### config.mk
export PLATFORM = sky130hd
export DESIGN_NAME = epvb_top
export DESIGN_NICKNAME = d
export VERILOG_FILES = /design/src/common/epvb_pkg.sv /design/src/rtl/epvb_top.sv /design/src/rtl/epvb_sync2.sv /design/src/rtl/epvb_pend_bit.sv
export VERILOG_INCLUDE_DIRS = /design/src /design/src/common
export SDC_FILE = /design/constraint.sdc
export NUM_CORES = 1
export LEC_CHECK = 0
export BUFFER_PORTS_ARGS = -buffer_cell sky130_fd_sc_hd__buf_2
export CAP_MARGIN = 20
export CORE_ASPECT_RATIO = 0.8
export CORE_MARGIN = 8
export CORE_UTILIZATION = 59
export DETAILED_ROUTE_END_ITERATION = 8
export PLACE_DENSITY = 0.89
export SYNTH_ARGS = -nofsm -noshare
export SYNTH_HDL_FRONTEND = slang
export SYNTH_SLANG_ARGS = --single-unit
### constraint.sdc
create_clock -name CLK -period 87.1 [get_ports CLK]
set_clock_uncertainty 0.05 [all_clocks]
set_input_delay 4.355 -clock CLK [delete_from_list [all_inputs] [get_ports CLK]]
set_output_delay 4.355 -clock CLK [all_outputs]
set_load 0.01 [all_outputs]
### src/common/epvb_map.svh
/*
  Offsets, bit positions, exception numbers and reset values of the
  exception pending/status register and the vector table base register.
  Assumes a 12-bit APB byte address space and 32-bit register words.
*/
`ifndef EPVB_MAP_SVH
`define EPVB_MAP_SVH

// ****************************************************************
// Register byte offsets
// ****************************************************************
`define EPVB_OFF_PEND_CTRL 12'h004
`define EPVB_OFF_VEC_BASE 12'h008

// ****************************************************************
// Pending/status register fields
// ****************************************************************
`define EPVB_B_NMI_SET 31
`define EPVB_B_DSV_SET 28
`define EPVB_B_DSV_CLR 27
`define EPVB_B_TICK_SET 26
`define EPVB_B_TICK_CLR 25
`define EPVB_B_DBG 23
`define EPVB_B_IRQ_PEND 22
`define EPVB_B_PV_HI 20
`define EPVB_B_PV_LO 12
`define EPVB_B_RTB 11
`define EPVB_B_AV_HI 8
`define EPVB_B_AV_LO 0

// ****************************************************************
// Vector base register fields
// ****************************************************************
`define EPVB_B_TBL_HI 31
`define EPVB_B_TBL_LO 9
`define EPVB_TBL_W 23
`define EPVB_TBL_RST 23'h000000

// ****************************************************************
// Exception numbers
// ****************************************************************
`define EPVB_EXC_NONE 9'h000
`define EPVB_EXC_NMI 9'h002
`define EPVB_EXC_DSV 9'h00E
`define EPVB_EXC_TICK 9'h00F
`define EPVB_EXC_IRQ_BASE 9'h010

`define EPVB_RDATA_RST 32'h00000000

`endif

### src/common/epvb_pkg.sv
/*
  Types shared by the exception pending/vector base block.
  Assumes the map header for all numeric constants.
*/
package epvb_pkg;

  // APB request fields as they arrive at the slave
  typedef struct packed {
    logic sel;
    logic enable;
    logic write;
    logic [11:0] addr;
    logic [31:0] wdata;
    logic [3:0] strb;
  } epvb_apb_req_t;

  // Pending state of the three system exceptions kept here
  typedef struct packed {
    logic nmi;
    logic dsv;
    logic tick;
  } epvb_sys_pend_t;

endpackage

### src/rtl/epvb_top.sv
/*
  Exception pending/status register and vector table base register
  behind an APB slave, with the pending-vector selection.
  Assumes the exception engine drives handler-entry pulses, the active
  exception number, the active count and all priorities on CLK; only
  the non-maskable request pin is asynchronous.
*/
// The implementer's own choices: the register offsets and the APB register port.
`timescale 1ns/10ps
`include "epvb_map.svh"

module epvb_top
  import epvb_pkg::*;
#(
  parameter int NUM_IRQ = 16,
  parameter int PRIO_W = 8,
  parameter int ACT_W = 9
) (
  input wire logic CLK,
  input wire logic RST_N,
  input wire logic PSEL,
  input wire logic PENABLE,
  input wire logic PWRITE,
  input wire logic [11:0] PADDR,
  input wire logic [31:0] PWDATA,
  input wire logic [3:0] PSTRB,
  output logic PREADY,
  output logic [31:0] PRDATA,
  output logic PSLVERR,
  input wire logic NMI_IN,
  input wire logic NMI_ENTRY,
  input wire logic DSV_ENTRY,
  input wire logic TICK_ENTRY,
  input wire logic TICK_EVENT,
  input wire logic [NUM_IRQ-1:0] IRQ_PEND,
  input wire logic [NUM_IRQ-1:0] IRQ_EN,
  input wire logic [NUM_IRQ*PRIO_W-1:0] IRQ_PRIO,
  input wire logic [PRIO_W-1:0] DSV_PRIO,
  input wire logic [PRIO_W-1:0] TICK_PRIO,
  input wire logic [PRIO_W-1:0] BASE_PRI,
  input wire logic FAULT_MASK,
  input wire logic DEBUG_HALTED,
  input wire logic DEBUG_BIT,
  input wire logic [8:0] INTERRUPT_PROGRAM_STATUS_EXC,
  input wire logic [ACT_W-1:0] ACTIVE_COUNT,
  output logic NMI_PEND,
  output logic DSV_PEND,
  output logic TICK_PEND,
  output logic [8:0] PEND_VECTOR,
  output logic IRQ_PENDING,
  output logic [31:0] TABLE_OFFSET,
  output logic ACTIVE_IS_IRQ,
  output logic [8:0] ACTIVE_IRQ_INDEX
);

  // ****************************************************************
  // APB request and decode
  // ****************************************************************
  epvb_apb_req_t req;
  epvb_sys_pend_t pend;

  assign req.sel = PSEL;
  assign req.enable = PENABLE;
  assign req.write = PWRITE;
  assign req.addr = PADDR;
  assign req.wdata = PWDATA;
  assign req.strb = PSTRB;

  wire setup_phase = req.sel & ~req.enable;
  wire access_phase = req.sel & req.enable;
  wire hit_pend_ctrl = (req.addr == `EPVB_OFF_PEND_CTRL);
  wire hit_vec_base = (req.addr == `EPVB_OFF_VEC_BASE);
  wire hit_any = hit_pend_ctrl | hit_vec_base;
  wire wr_access = access_phase & req.write;
  wire wr_pend_ctrl = wr_access & hit_pend_ctrl;
  wire wr_vec_base = wr_access & hit_vec_base;

  // Byte-lane mask from the strobes
  logic [31:0] lane_mask;
  genvar gb;
  generate
    for (gb = 0; gb < 4; gb++) begin : g_lane
      assign lane_mask[gb*8 +: 8] = {8{req.strb[gb]}};
    end
  endgenerate

  wire [31:0] wr_bits = req.wdata & lane_mask;

  // No wait states; unmapped addresses answer with an error
  assign PREADY = 1'b1;
  assign PSLVERR = access_phase & ~hit_any;

  // ****************************************************************
  // Non-maskable request pin
  // ****************************************************************
  logic nmi_pin_s;
  logic nmi_pin_d;

  epvb_sync2 #(
    .W(1)
  ) u_nmi_sync (
    .clk(CLK),
    .rst_n(RST_N),
    .d(NMI_IN),
    .q(nmi_pin_s)
  );

  always_ff @(posedge CLK) begin
    if (!RST_N) begin
      nmi_pin_d <= 1'b0;
    end else begin
      nmi_pin_d <= nmi_pin_s;
    end
  end

  // Only a fresh assertion re-pends, so a held pin cannot lock the
  // handler into endless re-entry
  wire nmi_pin_rise = nmi_pin_s & ~nmi_pin_d;

  // ****************************************************************
  // Pending flags
  // ****************************************************************
  wire nmi_set = (wr_pend_ctrl & wr_bits[`EPVB_B_NMI_SET])
                 | nmi_pin_rise;
  wire dsv_set = wr_pend_ctrl & wr_bits[`EPVB_B_DSV_SET];
  wire dsv_clr = (wr_pend_ctrl & wr_bits[`EPVB_B_DSV_CLR])
                 | DSV_ENTRY;
  wire tick_set = (wr_pend_ctrl & wr_bits[`EPVB_B_TICK_SET])
                  | TICK_EVENT;
  wire tick_clr = (wr_pend_ctrl & wr_bits[`EPVB_B_TICK_CLR])
                  | TICK_ENTRY;

  // Handler entry clears; a new pin edge in the same cycle wins
  epvb_pend_bit u_nmi_pend (
    .clk(CLK),
    .rst_n(RST_N),
    .set_req(nmi_set),
    .clr_req(NMI_ENTRY),
    .pend(pend.nmi)
  );

  // Set-and-clear in one write is software's fault; set wins here
  epvb_pend_bit u_dsv_pend (
    .clk(CLK),
    .rst_n(RST_N),
    .set_req(dsv_set),
    .clr_req(dsv_clr),
    .pend(pend.dsv)
  );

  epvb_pend_bit u_tick_pend (
    .clk(CLK),
    .rst_n(RST_N),
    .set_req(tick_set),
    .clr_req(tick_clr),
    .pend(pend.tick)
  );

  assign NMI_PEND = pend.nmi;
  assign DSV_PEND = pend.dsv;
  assign TICK_PEND = pend.tick;

  // ****************************************************************
  // Vector table base
  // ****************************************************************
  logic [`EPVB_TBL_W-1:0] tbl_off;

  wire [31:0] vec_base_img = {tbl_off, 9'h000};
  wire [31:0] vec_base_new = (vec_base_img & ~lane_mask) | wr_bits;

  always_ff @(posedge CLK) begin
    if (!RST_N) begin
      tbl_off <= `EPVB_TBL_RST;
    end else if (wr_vec_base) begin
      // Low nine bits are dropped, never stored
      tbl_off <= vec_base_new[`EPVB_B_TBL_HI:`EPVB_B_TBL_LO];
    end
  end

  // Field holds offset bits 29..7 above address zero; alignment is
  // left to software
  assign TABLE_OFFSET = {2'b00, tbl_off, 7'h00};

  // ****************************************************************
  // Pending-vector selection
  // ****************************************************************
  logic [PRIO_W-1:0] irq_prio [NUM_IRQ];
  logic [NUM_IRQ-1:0] irq_ok;

  wire base_off = (BASE_PRI == '0);
  wire dsv_ok = pend.dsv & ~FAULT_MASK
                & (base_off | (DSV_PRIO < BASE_PRI));
  wire tick_ok = pend.tick & ~FAULT_MASK
                 & (base_off | (TICK_PRIO < BASE_PRI));

  genvar gi;
  generate
    for (gi = 0; gi < NUM_IRQ; gi++) begin : g_irq
      assign irq_prio[gi] = IRQ_PRIO[gi*PRIO_W +: PRIO_W];
      // Primary mask deliberately plays no part here
      assign irq_ok[gi] = IRQ_PEND[gi] & IRQ_EN[gi] & ~FAULT_MASK
                          & (base_off | (irq_prio[gi] < BASE_PRI));
    end
  endgenerate

  logic [8:0] next_pend_vec;
  logic [PRIO_W-1:0] best_pri;
  logic best_found;

  // Ascending exception numbers with strict compare: equal priority
  // goes to the lower number
  always_comb begin
    next_pend_vec = `EPVB_EXC_NONE;
    best_pri = '0;
    best_found = 1'b0;
    if (dsv_ok) begin
      next_pend_vec = `EPVB_EXC_DSV;
      best_pri = DSV_PRIO;
      best_found = 1'b1;
    end
    if (tick_ok && (!best_found || TICK_PRIO < best_pri)) begin
      next_pend_vec = `EPVB_EXC_TICK;
      best_pri = TICK_PRIO;
      best_found = 1'b1;
    end
    for (int i = 0; i < NUM_IRQ; i++) begin
      if (irq_ok[i] && (!best_found || irq_prio[i] < best_pri)) begin
        next_pend_vec = `EPVB_EXC_IRQ_BASE + 9'(i);
        best_pri = irq_prio[i];
        best_found = 1'b1;
      end
    end
    // Non-maskable outranks everything and ignores both masks
    if (pend.nmi) begin
      next_pend_vec = `EPVB_EXC_NMI;
    end
  end

  // ****************************************************************
  // Status registers
  // ****************************************************************
  logic [8:0] next_irq_index;

  assign next_irq_index = INTERRUPT_PROGRAM_STATUS_EXC - `EPVB_EXC_IRQ_BASE;

  always_ff @(posedge CLK) begin
    if (!RST_N) begin
      PEND_VECTOR <= `EPVB_EXC_NONE;
      IRQ_PENDING <= 1'b0;
      ACTIVE_IS_IRQ <= 1'b0;
      ACTIVE_IRQ_INDEX <= 9'h000;
    end else begin
      PEND_VECTOR <= next_pend_vec;
      IRQ_PENDING <= |IRQ_PEND;
      ACTIVE_IS_IRQ <= (INTERRUPT_PROGRAM_STATUS_EXC >= `EPVB_EXC_IRQ_BASE);
      ACTIVE_IRQ_INDEX <= (INTERRUPT_PROGRAM_STATUS_EXC >= `EPVB_EXC_IRQ_BASE) ?
                          next_irq_index : 9'h000;
    end
  end

  wire dbg_bit = DEBUG_HALTED & DEBUG_BIT;
  wire rtb_bit = (ACTIVE_COUNT <= ACT_W'(1));

  // ****************************************************************
  // Read data
  // ****************************************************************
  // Write-only clear bits and reserved positions read zero
  wire [31:0] rd_pend_ctrl = {
    pend.nmi, 2'b00, pend.dsv, 1'b0, pend.tick, 1'b0, 1'b0,
    dbg_bit, IRQ_PENDING, 1'b0, PEND_VECTOR, rtb_bit, 2'b00,
    INTERRUPT_PROGRAM_STATUS_EXC
  };

  wire [31:0] rd_sel = hit_pend_ctrl ? rd_pend_ctrl :
                       hit_vec_base ? vec_base_img :
                       `EPVB_RDATA_RST;

  // Captured in the setup cycle so the data come from a flop
  always_ff @(posedge CLK) begin
    if (!RST_N) begin
      PRDATA <= `EPVB_RDATA_RST;
    end else if (setup_phase & ~req.write) begin
      PRDATA <= rd_sel;
    end
  end

endmodule // epvb_top

### src/rtl/epvb_sync2.sv
/*
  Two-flop synchroniser for levels from outside the clock domain.
  Assumes the input changes slowly relative to CLK.
*/
`timescale 1ns/10ps
module epvb_sync2 #(
  parameter int W = 1
) (
  input wire logic clk,
  input wire logic rst_n,
  input wire logic [W-1:0] d,
  output logic [W-1:0] q
);

  logic [W-1:0] meta;

  always_ff @(posedge clk) begin
    if (!rst_n) begin
      meta <= '0;
      q <= '0;
    end else begin
      meta <= d;
      q <= meta;
    end
  end

endmodule // epvb_sync2

### src/rtl/epvb_pend_bit.sv
/*
  One sticky pending flag with a set and a clear request.
  Assumes both requests are single-cycle terms on the same clock.
*/
`timescale 1ns/10ps
module epvb_pend_bit (
  input wire logic clk,
  input wire logic rst_n,
  input wire logic set_req,
  input wire logic clr_req,
  output logic pend
);

  // Set beats clear so an event in the clearing cycle is kept
  always_ff @(posedge clk) begin
    if (!rst_n) begin
      pend <= 1'b0;
    end else if (set_req) begin
      pend <= 1'b1;
    end else if (clr_req) begin
      pend <= 1'b0;
    end
  end

endmodule // epvb_pend_bit

==> metrics.log, run 1 <==
[metrics] Routed Wire Length: 46.58 mm
[metrics] ratio of cells with drive above 1 in the final layout: 21.52%
[metrics] maximum number of pins on one net before global-route repair: 60
[metrics] required time at the endpoint of the critical path: 87.32 ns
[metrics] Worst Setup SP: BASE_PRI[0]
[metrics] Hold Worst Slack: ~0.4 ns
[metrics] Synth Flop Type: sky130_fd_sc_hd__dfxtp_1
[metrics] Via Count: 14170
[metrics] Top Ports: roughly 350
[metrics] routed via count divided by cell count: 6.377
[metrics] placed instance area: 14080 um2
[metrics] async set or reset register ratio after synthesis: 0%
[metrics] wire length of the first global-routing pass: 72.39 mm
[metrics] via count of the first global-routing pass: 13810
[metrics] number of H-tree levels: 3
[metrics] area share of the leading cell type in the synthesized netlist: 23.39%
[metrics] power density relative to cell area: 12.63 nW/um2
[metrics] post-DR wirelength/cell: around 21 um
[metrics] crit path capture type: flop
[metrics] GR Util All Layers: 34.68%
[metrics] part of the cycle the worst path needs: 50.02%
[metrics] total number of nets in the final design: about 2400
[metrics] arrival time of data at the critical path endpoint: 43.78 ns
[metrics] cts repair resizes: 0
[metrics] # clock sinks: 77
[metrics] sequential area share after synthesis: 12.58%
[metrics] number of iterations in the first detailed-routing pass: 6
[metrics] clock network latency to the later pin of the worst-skew pair: 0.33 ns
[metrics] Inserted Clock Buffers: 9
[metrics] slowest cell on the critical path: sky130_fd_sc_hd__a211oi_1
[metrics] count of mapped cells out of synthesis: 1635
[metrics] count of port buffers added during placement: around 330
[metrics] gp weighted congestion: between 0.9 and 1
[metrics] sum of negative setup slack: 0 ns
[metrics] Worst Setup Start Kind: primary input
[metrics] type of the setup path with the least slack: in2reg
[metrics] number of enable-type register cells in the synthesized netlist: 0
[metrics] post-detail-place hpwl: 37.66 mm
[metrics] run status: complete, no violations
[metrics] classification of the worst-slack hold path: reg2reg
[metrics] critical path's largest stage delay: 0.68 ns
[metrics] most repeated library cell on the critical path: sky130_fd_sc_hd__a21o_1
[metrics] worst flop-to-flop path startpoint: u_dsv_pend.pend$_SDFFE_PN0P_
[metrics] Fin. Hold Viols: 0
[metrics] hold_sp: u_nmi_sync.meta$_SDFF_PN0_
[metrics] effective utilization at floorplan: ~60%
[metrics] Area growth syn-to-layout: 17.72%
[metrics] buffer cell driving the clock tree root: sky130_fd_sc_hd__clkbuf_16
[metrics] final core utilization: 70.26%
[metrics] post-CTS repair timing setup buffer count: 0
[metrics] antenna-violating nets left: 0
[metrics] mapped cell area: about 12000 um2
[metrics] maximum VDD drop: 0.01200 mV
[metrics] TritonCTS clock tree: yes
[metrics] final count of negative-setup-slack endpoints: 0
[metrics] cts-stage hold buffer count: 0
[metrics] setup repair after global routing missed its margin: no
[metrics] synthesis-stage register bit count: 77
[metrics] max frequency: between 0.02 and 0.025 GHz
[metrics] Die ar.: 25660 um2
[metrics] Synth Area per Inst: 7.492 um2
[metrics] tightest slew margin relative to the limit: 30.43%
[metrics] Filler Cells Inserted: about 1700
[metrics] height of the die: 144.9 um
[metrics] dominant cells by area after synthesis: sky130_fd_sc_hd__ha_1, sky130_fd_sc_hd__dfxtp_1, sky130_fd_sc_hd__a21oi_1
[metrics] FP Rows: 47
[metrics] Synth warnings: 0
[metrics] number of max-capacitance violations reported: 0
[metrics] number of cells after detailed placement: between 2000 and 2500
[metrics] width of the chip: 177.1 um
[metrics] Cell variety after synth: around 100
[metrics] number of buffers on the longest clock path: 2
[metrics] DRT iter0 DRCs: 1413
[metrics] Yosys top cell by area: sky130_fd_sc_hd__ha_1
[metrics] Leakage Power: 6.991 nW
[metrics] Tmin final: 43.56 ns
[metrics] number of max-slew violations in the final report: 0
[metrics] global route total overflow: 0
[metrics] highest fanout seen on the critical path: 19
[metrics] core box area: 20520 um2
[metrics] final design instance area without fill: 14420 um2
[metrics] Remaining DRCs: 0
[metrics] post-route non-filler standard cell count: roughly 2200
[metrics] transition time of the tightest slew-check pin: 1.042 ns
[metrics] Clk pin slew, worst setup/hold paths: ~0.060 ns
[metrics] antenna violations before repair: 7
-- area by class of cell --
| cell class | count | area, um2 | share of cell area, % |
|---|---|---|---|
| flip-flops and latches | 77 | 1541 | 10.69 |
| repair buffers | 339 | 1733 | 12.02 |
| clock buffers | 9 | 225.2 | 1.562 |
| multi-input cells | 1387 | 9998 | 69.34 |
| clock inverters | 6 | 86.33 | 0.5987 |
| diodes | 6 | 15.01 | 0.1041 |
| well taps | 269 | 336.6 | 2.334 |
| inverters | 129 | 484.2 | 3.358 |
-- cell usage after synthesis, drive strengths merged (15+ instances only) --
library cell,n
nand3,68
a21oi,176
nand2,133
and2,18
o21ai,98
mux2,27
o21a,24
buf,19
o211ai,22
mux2i,24
a211oi,17
dfxtp,77
nor2b,34
a21o,59
nor4,15
nand2b,49
and3,17
clkbuf,35
nor2,117
nand4,16
inv,129
nor3,15
ha,229
-- kinds of logic after synthesis --
kind of cell / count (synthesis) / synth area share (%)
fa+ha+maj: 234 / 23.81
flops: 77 / 12.58
compound gates: 557 / 30.78
buf+inv: 183 / 6.241
other cells: 2 / 0.06131
xor+xnor: 5 / 0.3575
simple gates: 526 / 21.66
mux: 51 / 4.505
-- layer usage --
layer  wire (um)  global-route usage, %  part of all wire [%]
met1       19130                  43.98                    41
met2       20640                  55.81                    44
met3        4618                  7.002                   9.9
met4        2152                  16.11                   4.6
met5          37                      0                 0.079
-- layout by cell type, fill, tap and decap left out, types with 15 or more instances in the layout --
| master | netlist | routed |
|---|---|---|
| sky130_fd_sc_hd__a21o_1 | 59 | 59 |
| sky130_fd_sc_hd__a21oi_1 | 173 | 173 |
| sky130_fd_sc_hd__nand4_1 | 15 | 15 |
| sky130_fd_sc_hd__and3_1 | 16 | 16 |
| sky130_fd_sc_hd__inv_1 | 129 | 128 |
| sky130_fd_sc_hd__nor2b_1 | 34 | 34 |
| sky130_fd_sc_hd__buf_2 | 1 | 326 |
| sky130_fd_sc_hd__and2_1 | 18 | 18 |
| sky130_fd_sc_hd__nand2_1 | 132 | 132 |
| sky130_fd_sc_hd__nand3_1 | 68 | 68 |
| sky130_fd_sc_hd__dfxtp_1 | 77 | 77 |
| sky130_fd_sc_hd__a211oi_1 | 16 | 16 |
| sky130_fd_sc_hd__mux2_2 | 18 | 18 |
| sky130_fd_sc_hd__o21ai_0 | 92 | 92 |
| sky130_fd_sc_hd__o21a_1 | 22 | 22 |
| sky130_fd_sc_hd__o211ai_1 | 20 | 20 |
| sky130_fd_sc_hd__ha_1 | 229 | 229 |
| sky130_fd_sc_hd__nand2b_1 | 49 | 49 |
| sky130_fd_sc_hd__nor3_1 | 15 | 15 |
| sky130_fd_sc_hd__mux2i_1 | 23 | 23 |
| sky130_fd_sc_hd__nor2_1 | 115 | 115 |
-- metrics by stage --
stage	total power, mW	setup slack (ns)
CTS	0.1791	44.17
detailed placement	0.1395	43.96
global route	0.1955	40.67
finish	0.1821	43.54
global placement	0.1348	44.89
floorplan	0.1090	50.76
-- critical path, delay by kind of cell --
| family | cells | cell delay (ns) |
|---|---|---|
| simple gates | 42 | 9.90 |
| fa+ha+maj | 17 | 4.79 |
| compound gates | 81 | 19.28 |
| buf+inv | 18 | 2.22 |
| mux | 9 | 3.18 |
-- where the power goes --
group	internal [mW]	switching [mW]
clock network	0.0249	0.0147
logic	0.0433	0.0618
registers	0.0363	0.00106
-- path summary, 6_finish.rpt --
| kind | end | slack, ns | cells after the start |
|---|---|---|---|
| min | u_nmi_sync.q$_SDFF_PN0_ | 0.40 | 1 |
| max reg2reg | PEND_VECTOR[3]$_SDFF_PP0_ | 48.51 | 165 |
| max | PEND_VECTOR[3]$_SDFF_PP0_ | 43.54 | 167 |
| min reg2reg | u_nmi_sync.q$_SDFF_PN0_ | 0.40 | 1 |
Power figures use the tool's default switching activity.
==> run 2: changes to the inputs <==
Settings changed: CORE_UTILIZATION 59 to 55, PLACE_DENSITY 0.89 to 0.84.
Clock period 87.1 ns to 41.1 ns, I/O delays scaled along.
==> metrics.log, run 2 (synthesis results as in run 1) <==
[metrics] run status: complete, no violations
[metrics] post-DR wirelength/cell: around 20 um
[metrics] routed via count divided by cell count: approximately 6.3
[metrics] gp weighted congestion: between 0.9 and 1
[metrics] Worst Setup Start Kind: primary input
[metrics] Inserted Clock Buffers: 9
[metrics] Fin. Hold Viols: 0
[metrics] number of max-slew violations in the final report: 0
[metrics] number of buffers on the longest clock path: 2
[metrics] GR Util All Layers: 31.66%
[metrics] core box area: 22190 um2
[metrics] sum of negative setup slack: 0 ns
[metrics] buffer cell driving the clock tree root: sky130_fd_sc_hd__clkbuf_16
[metrics] post-CTS repair timing setup buffer count: 0
[metrics] maximum number of pins on one net before global-route repair: 60
[metrics] Clk pin slew, worst setup/hold paths: 0.06 ns
[metrics] post-detail-place hpwl: 37.06 mm
[metrics] Leakage Power: 7.013 nW
[metrics] antenna violations before repair: 8
[metrics] Hold Worst Slack: roughly 0.38 ns
[metrics] Filler Cells Inserted: ~2000
[metrics] power density relative to cell area: between 20 and 30 nW/um2
[metrics] TritonCTS clock tree: yes
[metrics] part of the cycle the worst path needs: 93.54%
[metrics] type of the setup path with the least slack: in2reg
[metrics] clock network latency to the later pin of the worst-skew pair: around 0.34 ns
[metrics] slowest cell on the critical path: sky130_fd_sc_hd__a211oi_2
[metrics] multi-input logic area: roughly 10000 um2
[metrics] final count of negative-setup-slack endpoints: 0
[metrics] effective utilization at floorplan: roughly 55%
[metrics] Routed Wire Length: approximately 46 mm
[metrics] number of H-tree levels: 3
[metrics] arrival time of data at the critical path endpoint: between 30 and 40 ns
[metrics] crit path capture type: flop
[metrics] wire length of the first global-routing pass: 70.88 mm
[metrics] classification of the worst-slack hold path: reg2reg
[metrics] DRT iter0 DRCs: 1441
[metrics] number of max-capacitance violations reported: 0
[metrics] Tmin final: 38.44 ns
[metrics] Power Total: 0.3892 mW
[metrics] Die ar.: 27330 um2
[metrics] max frequency: 0.02601 GHz
[metrics] global route total overflow: 0
[metrics] height of the die: between 100 and 150 um
[metrics] width of the chip: 182.9 um
[metrics] critical path's largest stage delay: 0.50 ns
[metrics] via count of the first global-routing pass: 13620
[metrics] most repeated library cell on the critical path: sky130_fd_sc_hd__a21o_1
[metrics] Via Count: 14220
[metrics] maximum VDD drop: between 0.02 and 0.025 mV
[metrics] total number of nets in the final design: 2436
[metrics] setup repair after global routing missed its margin: no
[metrics] antenna-violating nets left: 0
[metrics] commonest non-fill, non-tap cells in the layout: sky130_fd_sc_hd__buf_2, sky130_fd_sc_hd__ha_1, sky130_fd_sc_hd__a21oi_1, sky130_fd_sc_hd__nand2_1, sky130_fd_sc_hd__inv_1
[metrics] tightest slew margin relative to the limit: about 31%
[metrics] Remaining DRCs: 0
[metrics] most frequent standard cell in the layout excluding fill and tap cells: sky130_fd_sc_hd__buf_2
[metrics] ratio of cells with drive above 1 in the final layout: 21.96%
[metrics] Register Area: 1541 um2
[metrics] worst hold path depth: 1
[metrics] # clock sinks: 77
[metrics] FP Rows: 49
[metrics] count of port buffers added during placement: 326
[metrics] transition time of the tightest slew-check pin: 1.036 ns
[metrics] required time at the endpoint of the critical path: 41.33 ns
[metrics] highest fanout seen on the critical path: 18
[metrics] Top Ports: 352
[metrics] number of iterations in the first detailed-routing pass: 5
[metrics] worst reg2reg path depth: 165
[metrics] Area growth syn-to-layout: 18.73%
## run 2: cell count changes in the layout (fill, tap and decap cells not counted), sizes merged
cell / before / now
inv: 130 / 131
diode: 6 / 8
buf: 339 / 340
clkinv: 2 / 3
clkinvlp: 1 / 0
## run 2: layout make-up
cell class / count / share of cell area, %
Inverter: 129 / 3.329
Multi-Input combinational cell: 1387 / 69.08
Clock buffer: 9 / 1.549
Timing Repair Buffer: 340 / 11.94
Clock inverter: 7 / 0.7312
Sequential cell: 77 / 10.60
Antenna cell: 8 / 0.1376
Tap cell: 306 / 2.632
## run 2: what timing repair did
action	in CTS	in global routing
hold buffers	0	0
resized for setup	0	11
endpoints found under the setup margin	0	5
## run 2: per-stage QoR
| stage | util (%) | setup slack (ns) | instances | cell area [um2] |
|---|---|---|---|---|
| final | 65.53 | 2.657 | 2263 | 14540 |
| after global routing | 65.52 | 0.003713 | 2262 | 14540 |
| after CTS | 65.19 | 1.479 | 2254 | 14470 |
| after detailed placement | 63.69 | 1.298 | 2238 | 14140 |
| after global placement | 63.69 | 2.186 | 2238 | 14140 |
| after floorplan | - | 7.063 | 1647 | 12290 |
## run 2: final timing paths
path / start / endpoint / slack, ns
setup reg to reg: u_dsv_pend.pend$_SDFFE_PN0P_ / PEND_VECTOR[3]$_SDFF_PP0_ / 4.89
hold / removal: u_nmi_sync.meta$_SDFF_PN0_ / u_nmi_sync.q$_SDFF_PN0_ / 0.38
hold reg to reg: u_nmi_sync.meta$_SDFF_PN0_ / u_nmi_sync.q$_SDFF_PN0_ / 0.38
setup / recovery: BASE_PRI[5] / PEND_VECTOR[3]$_SDFF_PP0_ / 2.66
## run 2: routing by layer
layer  global-route usage (%)  wire, um  vias to the layer above  part of all wire [%]
met5                        0        10                        -                 0.022
met4                    14.45      2015                        2                   4.4
met3                    5.290      4249                      146                   9.3
met2                    51.14     20320                      772                    44
met1                    40.95     19090                     6598                    42
li1                         -         -                     6701                     -
## run 2: worst max-delay path, delay by kind of cell
family | cells | cell delay, ns
adders and majority gates | 18 | 5.16
buffers and inverters | 19 | 2.22
muxes | 8 | 2.87
AOI/OAI and AO/OA | 90 | 19.90
and+or+nand+nor | 35 | 6.35
## run 2: power breakdown
group / internal, mW / switching, mW / total, mW
sequential: 0.0769 / 0.00152 / 0.0784
clock: 0.0541 / 0.0329 / 0.0870
combinational: 0.0919 / 0.132 / 0.224
